### src/include/tza_defines.svh
// Register offsets, field positions, reset values and status bits of the trip block
`ifndef PTZ_DEFINES_SVH
`define PTZ_DEFINES_SVH

`define PTZ_OFF_SELECT      8'h00
`define PTZ_OFF_ACTION      8'h04
`define PTZ_OFF_STATUS      8'h08
`define PTZ_OFF_MASK        8'h0c
`define PTZ_OFF_CLEAR       8'h10
`define PTZ_OFF_PINS        8'h14

`define PTZ_SEL_CYC_LSB     0
`define PTZ_SEL_OST_LSB     8
`define PTZ_SEL_WMASK       16'h3f3f
`define PTZ_ACT_A_LSB       0
`define PTZ_ACT_B_LSB       2
`define PTZ_ACT_WMASK       16'h000f

`define PTZ_SEL_RESET       16'h0000
`define PTZ_ACT_RESET       16'h0000
`define PTZ_MASK_RESET      3'h0

`define PTZ_ST_ANY          0
`define PTZ_ST_CYC          1
`define PTZ_ST_OST          2

`define PTZ_RESP_OKAY       2'h0
`define PTZ_RESP_SLVERR     2'h2

`endif

### src/include/tza_pkg.sv
// Types shared by the trip block files
package ptz_pkg;

    // Per-output trip action codes
    typedef enum logic [1:0] {
        PTZ_ACT_HIZ  = 2'h0,
        PTZ_ACT_HIGH = 2'h1,
        PTZ_ACT_LOW  = 2'h2,
        PTZ_ACT_NONE = 2'h3
    } ptz_action_t;

    // One PWM pin as value plus output enable
    typedef struct packed {
        logic val;
        logic oe;
    } ptz_pin_t;

    // AXI4-Lite request side
    typedef struct packed {
        logic        awvalid;
        logic [7:0]  awaddr;
        logic        wvalid;
        logic [31:0] wdata;
        logic [3:0]  wstrb;
        logic        bready;
        logic        arvalid;
        logic [7:0]  araddr;
        logic        rready;
    } ptz_axi_req_t;

    // AXI4-Lite response side
    typedef struct packed {
        logic        awready;
        logic        wready;
        logic        bvalid;
        logic [1:0]  bresp;
        logic        arready;
        logic        rvalid;
        logic [31:0] rdata;
        logic [1:0]  rresp;
    } ptz_axi_rsp_t;

    // Write-response state machine
    typedef enum logic [2:0] {
        PTZ_W_IDLE = 3'b001,
        PTZ_W_HALF = 3'b010,
        PTZ_W_RESP = 3'b100
    } ptz_wstate_t;

endpackage

### src/logic/tza_pin_force.sv
// One PWM output with its trip action override
`timescale 1ns/1ps
module ptz_pin_force (
    input  wire logic                 tripped,
    input  wire ptz_pkg::ptz_action_t action,
    input  wire logic                 pwm_in,
    output ptz_pkg::ptz_pin_t         pin
);
    import ptz_pkg::*;

    // Force only while tripped; code "none" passes the PWM through
    always_comb begin
        pin = '{val: pwm_in, oe: 1'b1};
        if (tripped) begin
            case (action)
                PTZ_ACT_HIZ:  pin = '{val: 1'b0, oe: 1'b0};
                PTZ_ACT_HIGH: pin = '{val: 1'b1, oe: 1'b1};
                PTZ_ACT_LOW:  pin = '{val: 1'b0, oe: 1'b1};
                default:      pin = '{val: pwm_in, oe: 1'b1};
            endcase
        end
    end
endmodule

### src/logic/tza_trip_zone.sv
// Trip-zone source select, trip latches, output override and AXI4-Lite registers
//
// Register access over AXI4-Lite and the placing of the registers were decided locally.
`timescale 1ns/1ps
`include "tza_defines.svh"
module ptz_trip_zone (
    input  wire logic              clk_sys,
    input  wire logic              reset_n,
    input  wire ptz_pkg::ptz_axi_req_t axi_req,
    output ptz_pkg::ptz_axi_rsp_t  axi_rsp,
    input  wire logic [5:0]        fault_input_n,
    input  wire logic              tb_counter_zero,
    input  wire logic              pwm_in_a,
    input  wire logic              pwm_in_b,
    output logic                   pwm_out_a,
    output logic                   pwm_out_a_oe,
    output logic                   pwm_out_b,
    output logic                   pwm_out_b_oe,
    output logic                   trip_irq
);
    import ptz_pkg::*;

    // Software-visible state
    logic [15:0] trip_source_select_q;  // Source enables
    logic [15:0] trip_output_action_q;  // Pin actions
    logic [2:0]  status_q;              // Sticky event flags
    logic [2:0]  mask_q;                // Interrupt mask
    logic        oneshot_q;             // Latched one-shot trip
    logic        cyclewise_q;           // Cycle-by-cycle trip condition
    logic        cyclewise_trip_status; // Alias of status bit

    // Bus channel state
    ptz_wstate_t wstate_q;
    logic [7:0]  awaddr_q;
    logic [31:0] wdata_q;
    logic [3:0]  wstrb_q;
    logic        aw_have_q;
    logic        w_have_q;
    logic        bvalid_q;
    logic [1:0]  bresp_q;
    logic        rvalid_q;
    logic [31:0] rdata_q;
    logic [1:0]  rresp_q;

    // Source decode
    wire [5:0] cyc_en   = trip_source_select_q[`PTZ_SEL_CYC_LSB +: 6];
    wire [5:0] ost_en   = trip_source_select_q[`PTZ_SEL_OST_LSB +: 6];
    wire [5:0] fault_lo = ~fault_input_n;
    wire       cyc_hit  = |(cyc_en & fault_lo);
    wire       ost_hit  = |(ost_en & fault_lo);

    // Action decode
    wire ptz_action_t act_a = ptz_action_t'(trip_output_action_q[`PTZ_ACT_A_LSB +: 2]);
    wire ptz_action_t act_b = ptz_action_t'(trip_output_action_q[`PTZ_ACT_B_LSB +: 2]);

    // Trip is the OR of both causes; release needs both gone
    wire tripped = oneshot_q | cyclewise_q | ost_hit | cyc_hit;

    // Write path decode
    wire aw_take   = axi_req.awvalid & ~aw_have_q & ~bvalid_q;
    wire w_take    = axi_req.wvalid & ~w_have_q & ~bvalid_q;
    wire aw_ok     = aw_have_q | aw_take;
    wire w_ok      = w_have_q | w_take;
    wire wr_fire   = aw_ok & w_ok & ~bvalid_q;
    wire [7:0]  wr_addr = aw_have_q ? awaddr_q : axi_req.awaddr;
    wire [31:0] wr_data = w_have_q ? wdata_q : axi_req.wdata;
    wire [3:0]  wr_strb = w_have_q ? wstrb_q : axi_req.wstrb;
    wire [15:0] wr_bmask = {{8{wr_strb[1]}}, {8{wr_strb[0]}}};
    wire wr_sel  = wr_fire & (wr_addr == `PTZ_OFF_SELECT);
    wire wr_act  = wr_fire & (wr_addr == `PTZ_OFF_ACTION);
    wire wr_stat = wr_fire & (wr_addr == `PTZ_OFF_STATUS);
    wire wr_mask = wr_fire & (wr_addr == `PTZ_OFF_MASK);
    wire wr_clr  = wr_fire & (wr_addr == `PTZ_OFF_CLEAR);
    wire wr_pins = wr_fire & (wr_addr == `PTZ_OFF_PINS);
    wire wr_known = wr_sel | wr_act | wr_stat | wr_mask | wr_clr | wr_pins;

    // Clear strobes, write-one-to-clear
    wire [2:0] st_clr   = wr_stat ? (wr_data[2:0] & {3{wr_strb[0]}}) : 3'h0;
    wire [2:0] trip_clr = wr_clr  ? (wr_data[2:0] & {3{wr_strb[0]}}) : 3'h0;

    // Read path decode
    wire rd_take = axi_req.arvalid & ~rvalid_q;
    logic [31:0] rd_word;
    logic        rd_known;

    // Status read view
    assign cyclewise_trip_status = status_q[`PTZ_ST_CYC];

    // Read mux
    always_comb begin
        rd_word  = 32'h0;
        rd_known = 1'b1;
        case (axi_req.araddr)
            `PTZ_OFF_SELECT: rd_word = {16'h0, trip_source_select_q};
            `PTZ_OFF_ACTION: rd_word = {16'h0, trip_output_action_q};
            `PTZ_OFF_STATUS: rd_word = {29'h0, status_q[`PTZ_ST_OST], cyclewise_trip_status,
                                        status_q[`PTZ_ST_ANY]};
            `PTZ_OFF_MASK:   rd_word = {29'h0, mask_q};
            `PTZ_OFF_CLEAR:  rd_word = 32'h0;
            `PTZ_OFF_PINS:   rd_word = {24'h0, 1'b0, tripped, oneshot_q,
                                        cyclewise_q, 4'h0} | {26'h0, fault_lo};
            default:         rd_known = 1'b0;
        endcase
    end

    // Configuration registers, reserved bits held zero
    always_ff @(posedge clk_sys or negedge reset_n) begin
        if (!reset_n) begin
            trip_source_select_q <= `PTZ_SEL_RESET;
            trip_output_action_q <= `PTZ_ACT_RESET;
            mask_q               <= `PTZ_MASK_RESET;
        end else begin
            if (wr_sel) begin
                trip_source_select_q <= (trip_source_select_q & ~(wr_bmask & `PTZ_SEL_WMASK))
                                      | (wr_data[15:0] & wr_bmask & `PTZ_SEL_WMASK);
            end
            if (wr_act) begin
                trip_output_action_q <= (trip_output_action_q & ~(wr_bmask & `PTZ_ACT_WMASK))
                                      | (wr_data[15:0] & wr_bmask & `PTZ_ACT_WMASK);
            end
            if (wr_mask && wr_strb[0]) begin
                mask_q <= wr_data[2:0];
            end
        end
    end

    // One-shot latch: set by a hit, held until cleared; set wins
    always_ff @(posedge clk_sys or negedge reset_n) begin
        if (!reset_n) begin
            oneshot_q <= 1'b0;
        end else if (ost_hit) begin
            oneshot_q <= 1'b1;
        end else if (trip_clr[`PTZ_ST_OST]) begin
            oneshot_q <= 1'b0;
        end
    end

    // Cycle condition: held until counter zero with input released
    always_ff @(posedge clk_sys or negedge reset_n) begin
        if (!reset_n) begin
            cyclewise_q <= 1'b0;
        end else if (cyc_hit) begin
            cyclewise_q <= 1'b1;
        end else if (tb_counter_zero) begin
            cyclewise_q <= 1'b0;
        end
    end

    // Sticky event flags; a live source re-sets on clear
    always_ff @(posedge clk_sys or negedge reset_n) begin
        if (!reset_n) begin
            status_q <= 3'h0;
        end else begin
            status_q[`PTZ_ST_CYC] <= cyc_hit | (status_q[`PTZ_ST_CYC]
                                     & ~st_clr[`PTZ_ST_CYC] & ~trip_clr[`PTZ_ST_CYC]);
            status_q[`PTZ_ST_OST] <= ost_hit | (status_q[`PTZ_ST_OST]
                                     & ~st_clr[`PTZ_ST_OST] & ~trip_clr[`PTZ_ST_OST]);
            status_q[`PTZ_ST_ANY] <= ost_hit | cyc_hit | (status_q[`PTZ_ST_ANY]
                                     & ~st_clr[`PTZ_ST_ANY] & ~trip_clr[`PTZ_ST_ANY]);
        end
    end

    // Interrupt level from unmasked flags
    assign trip_irq = |(status_q & mask_q);

    // Write state sequencing, records which half arrived
    always_ff @(posedge clk_sys or negedge reset_n) begin
        if (!reset_n) begin
            wstate_q  <= PTZ_W_IDLE;
            aw_have_q <= 1'b0;
            w_have_q  <= 1'b0;
            awaddr_q  <= 8'h00;
            wdata_q   <= 32'h0;
            wstrb_q   <= 4'h0;
        end else begin
            case (wstate_q)
                PTZ_W_IDLE, PTZ_W_HALF: begin
                    if (wr_fire) begin
                        aw_have_q <= 1'b0;
                        w_have_q  <= 1'b0;
                        wstate_q  <= PTZ_W_RESP;
                    end else if (aw_take || w_take) begin
                        wstate_q <= PTZ_W_HALF;
                        if (aw_take) begin
                            aw_have_q <= 1'b1;
                            awaddr_q  <= axi_req.awaddr;
                        end
                        if (w_take) begin
                            w_have_q <= 1'b1;
                            wdata_q  <= axi_req.wdata;
                            wstrb_q  <= axi_req.wstrb;
                        end
                    end
                end
                PTZ_W_RESP: begin
                    if (axi_req.bready) begin
                        wstate_q <= PTZ_W_IDLE;
                    end
                end
                default: wstate_q <= PTZ_W_IDLE;
            endcase
        end
    end

    // Write response register
    always_ff @(posedge clk_sys or negedge reset_n) begin
        if (!reset_n) begin
            bvalid_q <= 1'b0;
            bresp_q  <= `PTZ_RESP_OKAY;
        end else if (wr_fire) begin
            bvalid_q <= 1'b1;
            bresp_q  <= wr_known ? `PTZ_RESP_OKAY : `PTZ_RESP_SLVERR;
        end else if (bvalid_q && axi_req.bready) begin
            bvalid_q <= 1'b0;
        end
    end

    // Read response register
    always_ff @(posedge clk_sys or negedge reset_n) begin
        if (!reset_n) begin
            rvalid_q <= 1'b0;
            rdata_q  <= 32'h0;
            rresp_q  <= `PTZ_RESP_OKAY;
        end else if (rd_take) begin
            rvalid_q <= 1'b1;
            rdata_q  <= rd_word;
            rresp_q  <= rd_known ? `PTZ_RESP_OKAY : `PTZ_RESP_SLVERR;
        end else if (rvalid_q && axi_req.rready) begin
            rvalid_q <= 1'b0;
        end
    end

    // Bus outputs; readies are combinational handshakes
    assign axi_rsp.awready = aw_take;
    assign axi_rsp.wready  = w_take;
    assign axi_rsp.bvalid  = bvalid_q;
    assign axi_rsp.bresp   = bresp_q;
    assign axi_rsp.arready = rd_take;
    assign axi_rsp.rvalid  = rvalid_q;
    assign axi_rsp.rdata   = rdata_q;
    assign axi_rsp.rresp   = rresp_q;

    // Output overrides share one trip state
    ptz_pin_t pin_a;
    ptz_pin_t pin_b;

    ptz_pin_force u_force_a (
        .tripped (tripped),
        .action  (act_a),
        .pwm_in  (pwm_in_a),
        .pin     (pin_a)
    );

    ptz_pin_force u_force_b (
        .tripped (tripped),
        .action  (act_b),
        .pwm_in  (pwm_in_b),
        .pin     (pin_b)
    );

    // Pin outputs; combinational so a fault overrides within the cycle
    assign pwm_out_a    = pin_a.val;
    assign pwm_out_a_oe = pin_a.oe;
    assign pwm_out_b    = pin_b.val;
    assign pwm_out_b_oe = pin_b.oe;
endmodule

### config.mk
export PLATFORM = sky130hd
export DESIGN_NAME = ptz_trip_zone
export DESIGN_NICKNAME = d
export VERILOG_FILES = /design/src/include/tza_pkg.sv /design/src/logic/tza_pin_force.sv /design/src/logic/tza_trip_zone.sv
export VERILOG_INCLUDE_DIRS = /design/src /design/src/include
export SDC_FILE = /design/constraint.sdc
export NUM_CORES = 1
export LEC_CHECK = 0
export ABC_AREA = 0
export ABC_CLOCK_PERIOD_IN_PS = 4850
export BUFFER_PORTS_ARGS = -buffer_cell sky130_fd_sc_hd__buf_2
export CAP_MARGIN = 20
export CORE_UTILIZATION = 50
export CTS_BUF_LIST = sky130_fd_sc_hd__clkbuf_4 sky130_fd_sc_hd__clkbuf_8
export DETAILED_ROUTE_END_ITERATION = 10
export PLACE_DENSITY = 0.85
export SYNTH_ARGS = -nofsm -noshare
export SYNTH_HDL_FRONTEND = slang
export SYNTH_SLANG_ARGS = --single-unit
### constraint.sdc
create_clock -name clk_sys -period 4.85 [get_ports clk_sys]
set_input_delay 0.485 -clock clk_sys [delete_from_list [all_inputs] [get_ports clk_sys]]
set_output_delay 0.485 -clock clk_sys [all_outputs]
set_load 0.03 [all_outputs]
==> flow_summary.ini, run 1 <==
[run_status]
status = completed

[clock_tree]
cts_tree = yes
cts_sinks = 68
root_buffer = clkbuf_8
holdBufCountCts = 0
cts_setup_buffers = 0
clock_path_buffers = 2
clkTransAtPathRegs_ps = 70
clock_latency_ps = 350
ctsResizeCount = 0
cts_buffers = 9
htreeDepth = 3

[power_and_ir_drop]
p_seq_frac = 0.429
combPwrFrac = 0.318
p_leak_uw = 0.001949
netSwitchingFraction = 0.3439
vdd_drop_max_v = 0.0003385
powerDensity_nw_per_um2 = 495.4
p_clk_frac = 0.253
power_uw = 2035
intPower_uw = 1335
p_sw_uw = 699.8

[yosys]
ys_warn_count = 0
synthTopCellsByCount = dfrtp_1, mux2_2, buf_4
synth_area_leaders = dfrtp_1, mux2_2, buf_4
synth_top_area_frac = 0.4740
syn_avg_cell_area_sq_um = 11.52
synth_seq_cells = 68
synthArstFlopShare = 1.000
synthFlopType = dfrtp_1
synth_edf_count = 0
synth_most_common_cell = dfrtp_1
synth-seq-area-share = 0.4814
synth_area_sq_um = 3537
syn_inst = 307
synth_top_area_cell = dfrtp_1
yosysUniqueCellTypes = 50

[critical_path]
arrival_ps = 2180
required_ps = 4370
crit_path_start_kind = flip-flop
setup.worst_path.class = reg2out
end_kind = output port
worstPathMaxFanout = 6

[placement]
io_buffer_count = 70
dpl_worst_slack_ps = 2025
gp_congestion = 0.8829
dp_hpwl_um = 5162

[sta]
rsz0062_at_grt = no
finalSetupViolations = 0
max_freq_mhz = 375.2
clock_skew_ps = 9.977
setup_ws_ps = 2185
timing.final.crit_share = 0.5495
slew_headroom = 0.4608
slew_violations = 0
min_period_ps = 2665
fin_setup_tns_ps = 0
tightest_slew_ps = 808.8
hold_viol = 0

[grt]
grt_pass1_wl_um = 11030
grt_usage = 0.1942
globalRouteOverflowTotal = 0
antenna_found_initial = 0
grt_max_degree = 47
grt_pass1_vias = 2376

[floorplanning]
die_h_um = 86.11
ios = 114
core_sq_um = 6832
core.rowCount = 30
die_w_um = 86.11
die_area_sq_um = 7415
start_util = 0.5178

[drt]
drtIter0Drc = 155
via_per_inst = 5.311
drt_pass1_iterations = 6
drc = 0
avgRoutedWirePerCell_um = 14.35
final_antenna_net_count = 0
vias = 2544
drt-total-wl_um = 6873

[layout]
multi_input_area_sq_um = 1615
fill_cells = 581
fin_util = 0.6013
syn_to_final_growth_pct = 16.13
final_nets = 446
drive_above_1_share = 0.3838
antenna_cells = 0
seqCellArea_sq_um = 1703

[flow_run]
maxCapViolations = 0

[hold_path]
holdCritPathClass = in2reg
[final timing paths]
check / startpoint / endpoint / slack, ps / cells after the start
worst max-delay path: flip-flop / pwm_out_a / 2190 / 7
worst min-delay path: axi_req[0] / rvalid_q$_DFFE_PN0P_ / 320 / 2
worst max register to register: aw_have_q$_DFFE_PN0P_ / flip-flop / 2190 / 5
worst min register to register: rdata_q[3]$_DFFE_PN0P_ / rdata_q[3]$_DFFE_PN0P_ / 480 / 2
max in group asynchronous: reset_n / rvalid_q$_DFFE_PN0P_ / 3560 / 4
min in group asynchronous: reset_n / wstate_q[2]$_DFFE_PN0P_ / 490 / 2
[critical path, cell delays in order (launching register included)]
cell       delay, ps
dfrtp_1          420
nand2b_1          90
o2111ai_1        200
nor4bb_1         480
clkbuf_2         260
nor2_1            60
o22a_1           160
buf_2            170
[power by group through the flow]
| stage | clock (uW) | combinational, uW | sequential, uW |
|---|---|---|---|
| after floorplan | 0 | 560 | 833 |
| after global placement | 0 | 625 | 870 |
| after detailed placement | 0 | 643 | 883 |
| after CTS | 528 | 648 | 872 |
| after global routing | 547 | 707 | 893 |
| final | 515 | 647 | 873 |
[metrics by stage]
stage	instances	cell area (sq um)	hold WS [ps]
after CTS	476	4073	301.3
after global routing	479	4108	333.7
final	479	4108	322.6
after global placement	460	3849	456.0
after floorplan	327	3612	189.4
after detailed placement	460	3849	461.6
[cell type report]
| type | count | share of cell area |
|---|---|---|
| Timing Repair Buffer | 74 | 0.09564 |
| Clock buffer | 9 | 0.03016 |
| Sequential cell | 68 | 0.4146 |
| Tap cell | 96 | 0.02924 |
| Inverter | 14 | 0.01279 |
| Clock inverter | 7 | 0.02437 |
| Multi-Input combinational cell | 211 | 0.3932 |
[cell families after synthesis]
family                 synth area share
other                          0.001060
multiplexers                     0.1935
XOR/XNOR                       0.004953
buffers and inverters           0.08313
AO/OA/AOI/OAI                    0.1206
AND/OR/NAND/NOR                  0.1153
flip-flops                       0.4814
[cells in the final DEF, fill, tap and decap left out, types with 4 or more instances in the layout]
cell and count:
or3_1 4, buf_2 70, o21ai_0 14, a22o_1 6, dfrtp_1 67, o31ai_1 5
nand2_1 13, o22ai_1 4, a21oi_1 12, mux2_2 41, nor3b_1 4, nand2b_1 13
clkbuf_8 9, inv_1 14, nor2_1 9, nand3_1 6, conb_1 21, mux2i_1 11
o21a_1 4
[metal layers]
layer	GRT usage	wire length, um
met3	0.07218	512
met4	0.05606	112
met2	0.3254	3291
met5	0	0
met1	0.2344	2956
Note: power is estimated with default switching activity, not from simulation.
==> run 2, diff against run 1 <==
--- a/config.mk
+++ b/config.mk
@@ -7,10 +7,10 @@
 export NUM_CORES = 1
 export LEC_CHECK = 0
 export ABC_AREA = 0
-export ABC_CLOCK_PERIOD_IN_PS = 4850
+export ABC_CLOCK_PERIOD_IN_PS = 2400
 export BUFFER_PORTS_ARGS = -buffer_cell sky130_fd_sc_hd__buf_2
 export CAP_MARGIN = 20
-export CORE_UTILIZATION = 50
+export CORE_UTILIZATION = 48
 export CTS_BUF_LIST = sky130_fd_sc_hd__clkbuf_4 sky130_fd_sc_hd__clkbuf_8
 export DETAILED_ROUTE_END_ITERATION = 10
 export PLACE_DENSITY = 0.85
==> constraint.sdc (replaced) <==
create_clock -name clk_sys -period 2.4 [get_ports clk_sys]
set_input_delay 0.24 -clock clk_sys [delete_from_list [all_inputs] [get_ports clk_sys]]
set_output_delay 0.24 -clock clk_sys [all_outputs]
set_load 0.03 [all_outputs]
==> flow_summary.ini, run 2 (synthesized netlist as in run 1, its figures left out) <==
[run_status]
status = completed

[clock_tree]
cts_sinks = 68
cts_tree = yes
clock_path_buffers = 2
root_buffer = clkbuf_8
ctsResizeCount = 0
cts_buffers = 9
htreeDepth = 3
clock_latency_ps = 350
clkTransAtPathRegs_ps = 80

[drt]
drtIter0Drc = 101
vias = 2550
drc = 0
final_antenna_net_count = 0
drt-total-wl_um = 7312
via_per_inst = 5.225
avgRoutedWirePerCell_um = 14.98
drt_pass1_iterations = 4

[grt]
grt_pass1_wl_um = 11350
globalRouteOverflowTotal = 0
antenna_found_initial = 0
grt_usage = 0.1989
grt_max_degree = 41
grt_pass1_vias = 2423

[critical_path]
setup.worst_path.class = reg2reg
arrival_ps = 2560
r2r_start = aw_have_q$_DFFE_PN0P_
end_kind = flip-flop
cp_num_buf_inv = 1
required_ps = 2640
crit_chain = buf_4 > or3_2 > o22ai_1 > nand2_2 > or3_1 > mux2_4
critPathSlowestCell = or3_2
worstPathMaxFanout = 9
crit_start = aw_have_q$_DFFE_PN0P_
max_stage_delay_ps = 530
path_delay_family = simple AND/OR/NAND/NOR gates
crit_path_start_kind = flip-flop

[flow_run]
maxCapViolations = 0

[power_and_ir_drop]
vdd_drop_max_v = 0.0006059
p_leak_uw = 0.001994
powerDensity_nw_per_um2 = 997.8

[layout]
fill_cells = 593
seqCellArea_sq_um = 1703
syn_to_final_growth_pct = 18.15
final_common_cell = buf_2
antenna_cells = 0
final_cell_mix = buf_2, dfrtp_1, mux2_2
drive_above_1_share = 0.3980
final_nets = 455
multi_input_area_sq_um = 1615

[sta]
tightest_slew_ps = 667.5
fin_setup_tns_ps = 0
min_period_ps = 2318
max_freq_mhz = 431.4
slew_violations = 0
hold_viol = 0
clock_skew_ps = 9.957
timing.final.crit_share = 0.9659
rsz0062_at_grt = no
slew_headroom = 0.5550
hold_ws_ps = 69.21
finalSetupViolations = 0

[floorplanning]
core.rowCount = 30
core_sq_um = 6944
start_util = 0.5094
die_area_sq_um = 7717
die_w_um = 87.85
die_h_um = 87.85
ios = 114

[placement]
gp_congestion = 0.8501
io_buffer_count = 70
dp_hpwl_um = 5592

[hold_path]
holdCritPathClass = in2reg
hp-start = axi_req[0]
run 2: worst reg2reg max path, cell delays in order (launching register included):
cell and delay, ps:
dfrtp_1 400, buf_4 170, or3_2 530, o22ai_1 230
nand2_2 80, or3_1 450, mux2_4 350
run 2: area by class of cell:
type | instances | area share
clock inverter | 6 | 0.02096
multi-input combinational | 211 | 0.3865
timing repair buffer | 83 | 0.1108
clock buffer | 10 | 0.03293
inverter | 14 | 0.01257
sequential | 68 | 0.4075
tap | 96 | 0.02874
run 2: per-layer routing:
metal / track usage / share of wire / vias up
met4: 0.05812 / 0.014 / 0
met1: 0.2335 / 0.44 / 1237
li1: - / - / 1221
met3: 0.06786 / 0.059 / 11
met2: 0.3453 / 0.49 / 81
met5: 0 / 0 / -
run 2: what timing repair did:
item,CTS,global route
endpoints found under the setup margin,0,9
buffers inserted,0,1
hold buffers,1,0
endpoints found under the hold margin,27,0
run 2: path summary, 6_finish.rpt:
| check | end | cells past startpoint | slack, ps |
|---|---|---|---|
| max in group asynchronous | bresp_q[1]$_DFFE_PN0P_ | 3 | 1310 |
| hold / removal | rvalid_q$_DFFE_PN0P_ | 2 | 70 |
| setup / recovery | flip-flop | 6 | 80 |
| min in group asynchronous | rdata_q[11]$_DFFE_PN0P_ | 2 | 450 |
| setup reg to reg | flip-flop | 6 | 80 |
| hold reg to reg | rdata_q[5]$_DFFE_PN0P_ | 2 | 480 |
run 2: power breakdown:
part	internal (uW)	total, uW	switching [uW]
logic	662	1420	758
registers	1480	1700	227
clock network	610	1050	437
run 2: per-stage QoR:
stage	util	total power, uW	setup slack, ps	instances	cell area, sq um
6_report	0.6018	4170	81.95	488	4179
5_1_grt	0.6018	4394	3.541	488	4179
4_1_cts	0.6007	4194	54.27	487	4172
3_5_place_dp	0.5668	3142	77.47	470	3936
3_3_place_gp	0.5668	3057	106.3	470	3936
2_1_floorplan	-	2814	113.4	327	3612
==> run 3, diff against run 2 <==
--- a/config.mk
+++ b/config.mk
@@ -7,10 +7,10 @@
 export NUM_CORES = 1
 export LEC_CHECK = 0
 export ABC_AREA = 0
-export ABC_CLOCK_PERIOD_IN_PS = 2400
+export ABC_CLOCK_PERIOD_IN_PS = 2200
 export BUFFER_PORTS_ARGS = -buffer_cell sky130_fd_sc_hd__buf_2
 export CAP_MARGIN = 20
-export CORE_UTILIZATION = 48
+export CORE_UTILIZATION = 50
 export CTS_BUF_LIST = sky130_fd_sc_hd__clkbuf_4 sky130_fd_sc_hd__clkbuf_8
 export DETAILED_ROUTE_END_ITERATION = 10
 export PLACE_DENSITY = 0.85
==> constraint.sdc (replaced) <==
create_clock -name clk_sys -period 2.2 [get_ports clk_sys]
set_input_delay 0.22 -clock clk_sys [delete_from_list [all_inputs] [get_ports clk_sys]]
set_output_delay 0.22 -clock clk_sys [all_outputs]
set_load 0.03 [all_outputs]
==> flow_summary.ini, run 3 (synthesized netlist as in run 1, its figures left out) <==
[layout]
fill_cells = 549
fin_util = 0.6223
seqCellArea_sq_um = 1703
final_nets = 461
stdcell_area_sq_um = 4252
final_cell_mix = dfrtp_1, buf_2, mux2_2
antenna_cells = 0
drive_above_1_share = 0.4221
multi_input_area_sq_um = 1670
syn_to_final_growth_pct = 20.20

[sta]
max_freq_mhz = 443.6
min_period_ps = 2255
timing.final.crit_share = 1.025
rsz0062_at_grt = yes
finalSetupViolations = 10
clock_skew_ps = 9.791
hold_viol = 0
slew_headroom = 0.6658
setup_ws_ps = -54.52
tightest_slew_ps = 501.3
slew_violations = 0

[drt]
met2_length_um = 3475
wl_met3_um = 448
dr.max_layer_used = met4
final_antenna_net_count = 0
drt-total-wl_um = 7084
wl_met1_um = 3069
drt_pass1_iterations = 4
avgRoutedWirePerCell_um = 14.34
vias = 2597
drc = 0
drtIter0Drc = 131
via_per_inst = 5.257

[critical_path]
required_ps = 2440
setup.worst_path.class = reg2reg
arrival_ps = 2490
worstPathMaxFanout = 4
end_kind = flip-flop
max_stage_delay_ps = 560
crit_chain = or4b_4 > a2111oi_4 > nand2_2 > or3_4 > mux2_4
crit_path_start_kind = flip-flop
critPathSlowestCell = or4b_4

[power_and_ir_drop]
powerDensity_nw_per_um2 = 1028
p_leak_uw = 0.002023
vdd_drop_max_v = 0.0006822

[grt]
globalRouteOverflowTotal = 0
grt_usage = 0.1994
grt_max_degree = 31
grt_pass1_vias = 2461
antenna_found_initial = 0
grt_pass1_wl_um = 11260

[clock_tree]
cts_sinks = 68
cts_buffers = 9
clock_path_buffers = 2
clock_latency_ps = 350
root_buffer = clkbuf_8
htreeDepth = 3
cts_tree = yes
clkTransAtPathRegs_ps = 70

[floorplanning]
start_util = 0.5178
die_area_sq_um = 7415
core_sq_um = 6832
die_h_um = 86.11
core.rowCount = 30
die_w_um = 86.11
ios = 114

[run_status]
violations = setup timing
status = complete, but fails checks

[placement]
io_buffer_count = 70
dpl_cell_area_sq_um = 3981
dp_hpwl_um = 5445
gp_congestion = 0.8815

[flow_run]
maxCapViolations = 0

[hold_path]
holdCritPathClass = in2reg
==> run 3: cell count changes in the layout (fill, tap and decap cells not counted), sizes merged <==
cell	before	now
buf	82	87
bufinv	2	0
clkinv	1	3
inv	14	16
clkinvlp	3	2
==> run 3: final timing paths <==
check	start	cells after the start	slack (ps)	end
hold / removal	axi_req[0]	2	50	rvalid_q$_DFFE_PN0P_
setup reg to reg	awaddr_q[5]$_DFFE_PN0P_	5	-50	flip-flop
min in group asynchronous	reset_n	2	370	wstate_q[2]$_DFFE_PN0P_
setup / recovery	awaddr_q[5]$_DFFE_PN0P_	5	-50	flip-flop
max in group asynchronous	reset_n	3	1190	asynchronous set/reset pin
hold reg to reg	rdata_q[5]$_DFFE_PN0P_	2	480	rdata_q[5]$_DFFE_PN0P_
==> run 3: where the power goes <==
| part | total, uW | switching (uW) | internal, uW |
|---|---|---|---|
| Combinational | 1600 | 831 | 769 |
| Clock | 912 | 499 | 413 |
| Sequential | 1860 | 252 | 1610 |
==> run 3: critical path, delay by kind of cell (launching register included) <==
family | cells | cell delay [ps]
and+or+nand+nor | 3 | 1110
DFF | 1 | 380
AOI/OAI and AO/OA | 1 | 350
muxes | 1 | 310
==> run 3: repair_timing <==
item,CTS,global route
resized for setup,5,17
endpoints found under the setup margin,11,19
pin swaps,0,4
hold buffers,1,0
hold endpoints to repair,18,0
gates cloned,0,0
setup buffers,0,1
==> run 3: final cells by class <==
type / instances / area share
flip-flops and latches: 68 / 0.4005
well taps: 96 / 0.02825
repair buffers: 89 / 0.1248
clock buffers: 9 / 0.02913
clock inverters: 7 / 0.01207
inverters: 14 / 0.01236
multi-input cells: 211 / 0.3929
==> run 3: routing by layer <==
metal	global-route usage	vias to the layer above
li1	-	1234
met1	0.2459	1252
met2	0.3283	101
met3	0.07122	10
met4	0.06212	0
met5	0	-
==> run 3: through the flow <==
stage / setup slack [ps] / hold WS [ps] / instances / total power [uW] / setup TNS [ps]
3_5_place_dp: -61.18 / 215.4 / 476 / 3440 / -360.4
2_1_floorplan: -51.76 / -75.59 / 327 / 3069 / -155.3
3_3_place_gp: -51.31 / 203.2 / 476 / 3361 / -323.1
5_1_grt: -113.1 / 51.85 / 494 / 4621 / -1526
6_report: -54.52 / 51.71 / 494 / 4372 / -246.3
4_1_cts: -39.34 / 46.21 / 493 / 4369 / -140.3
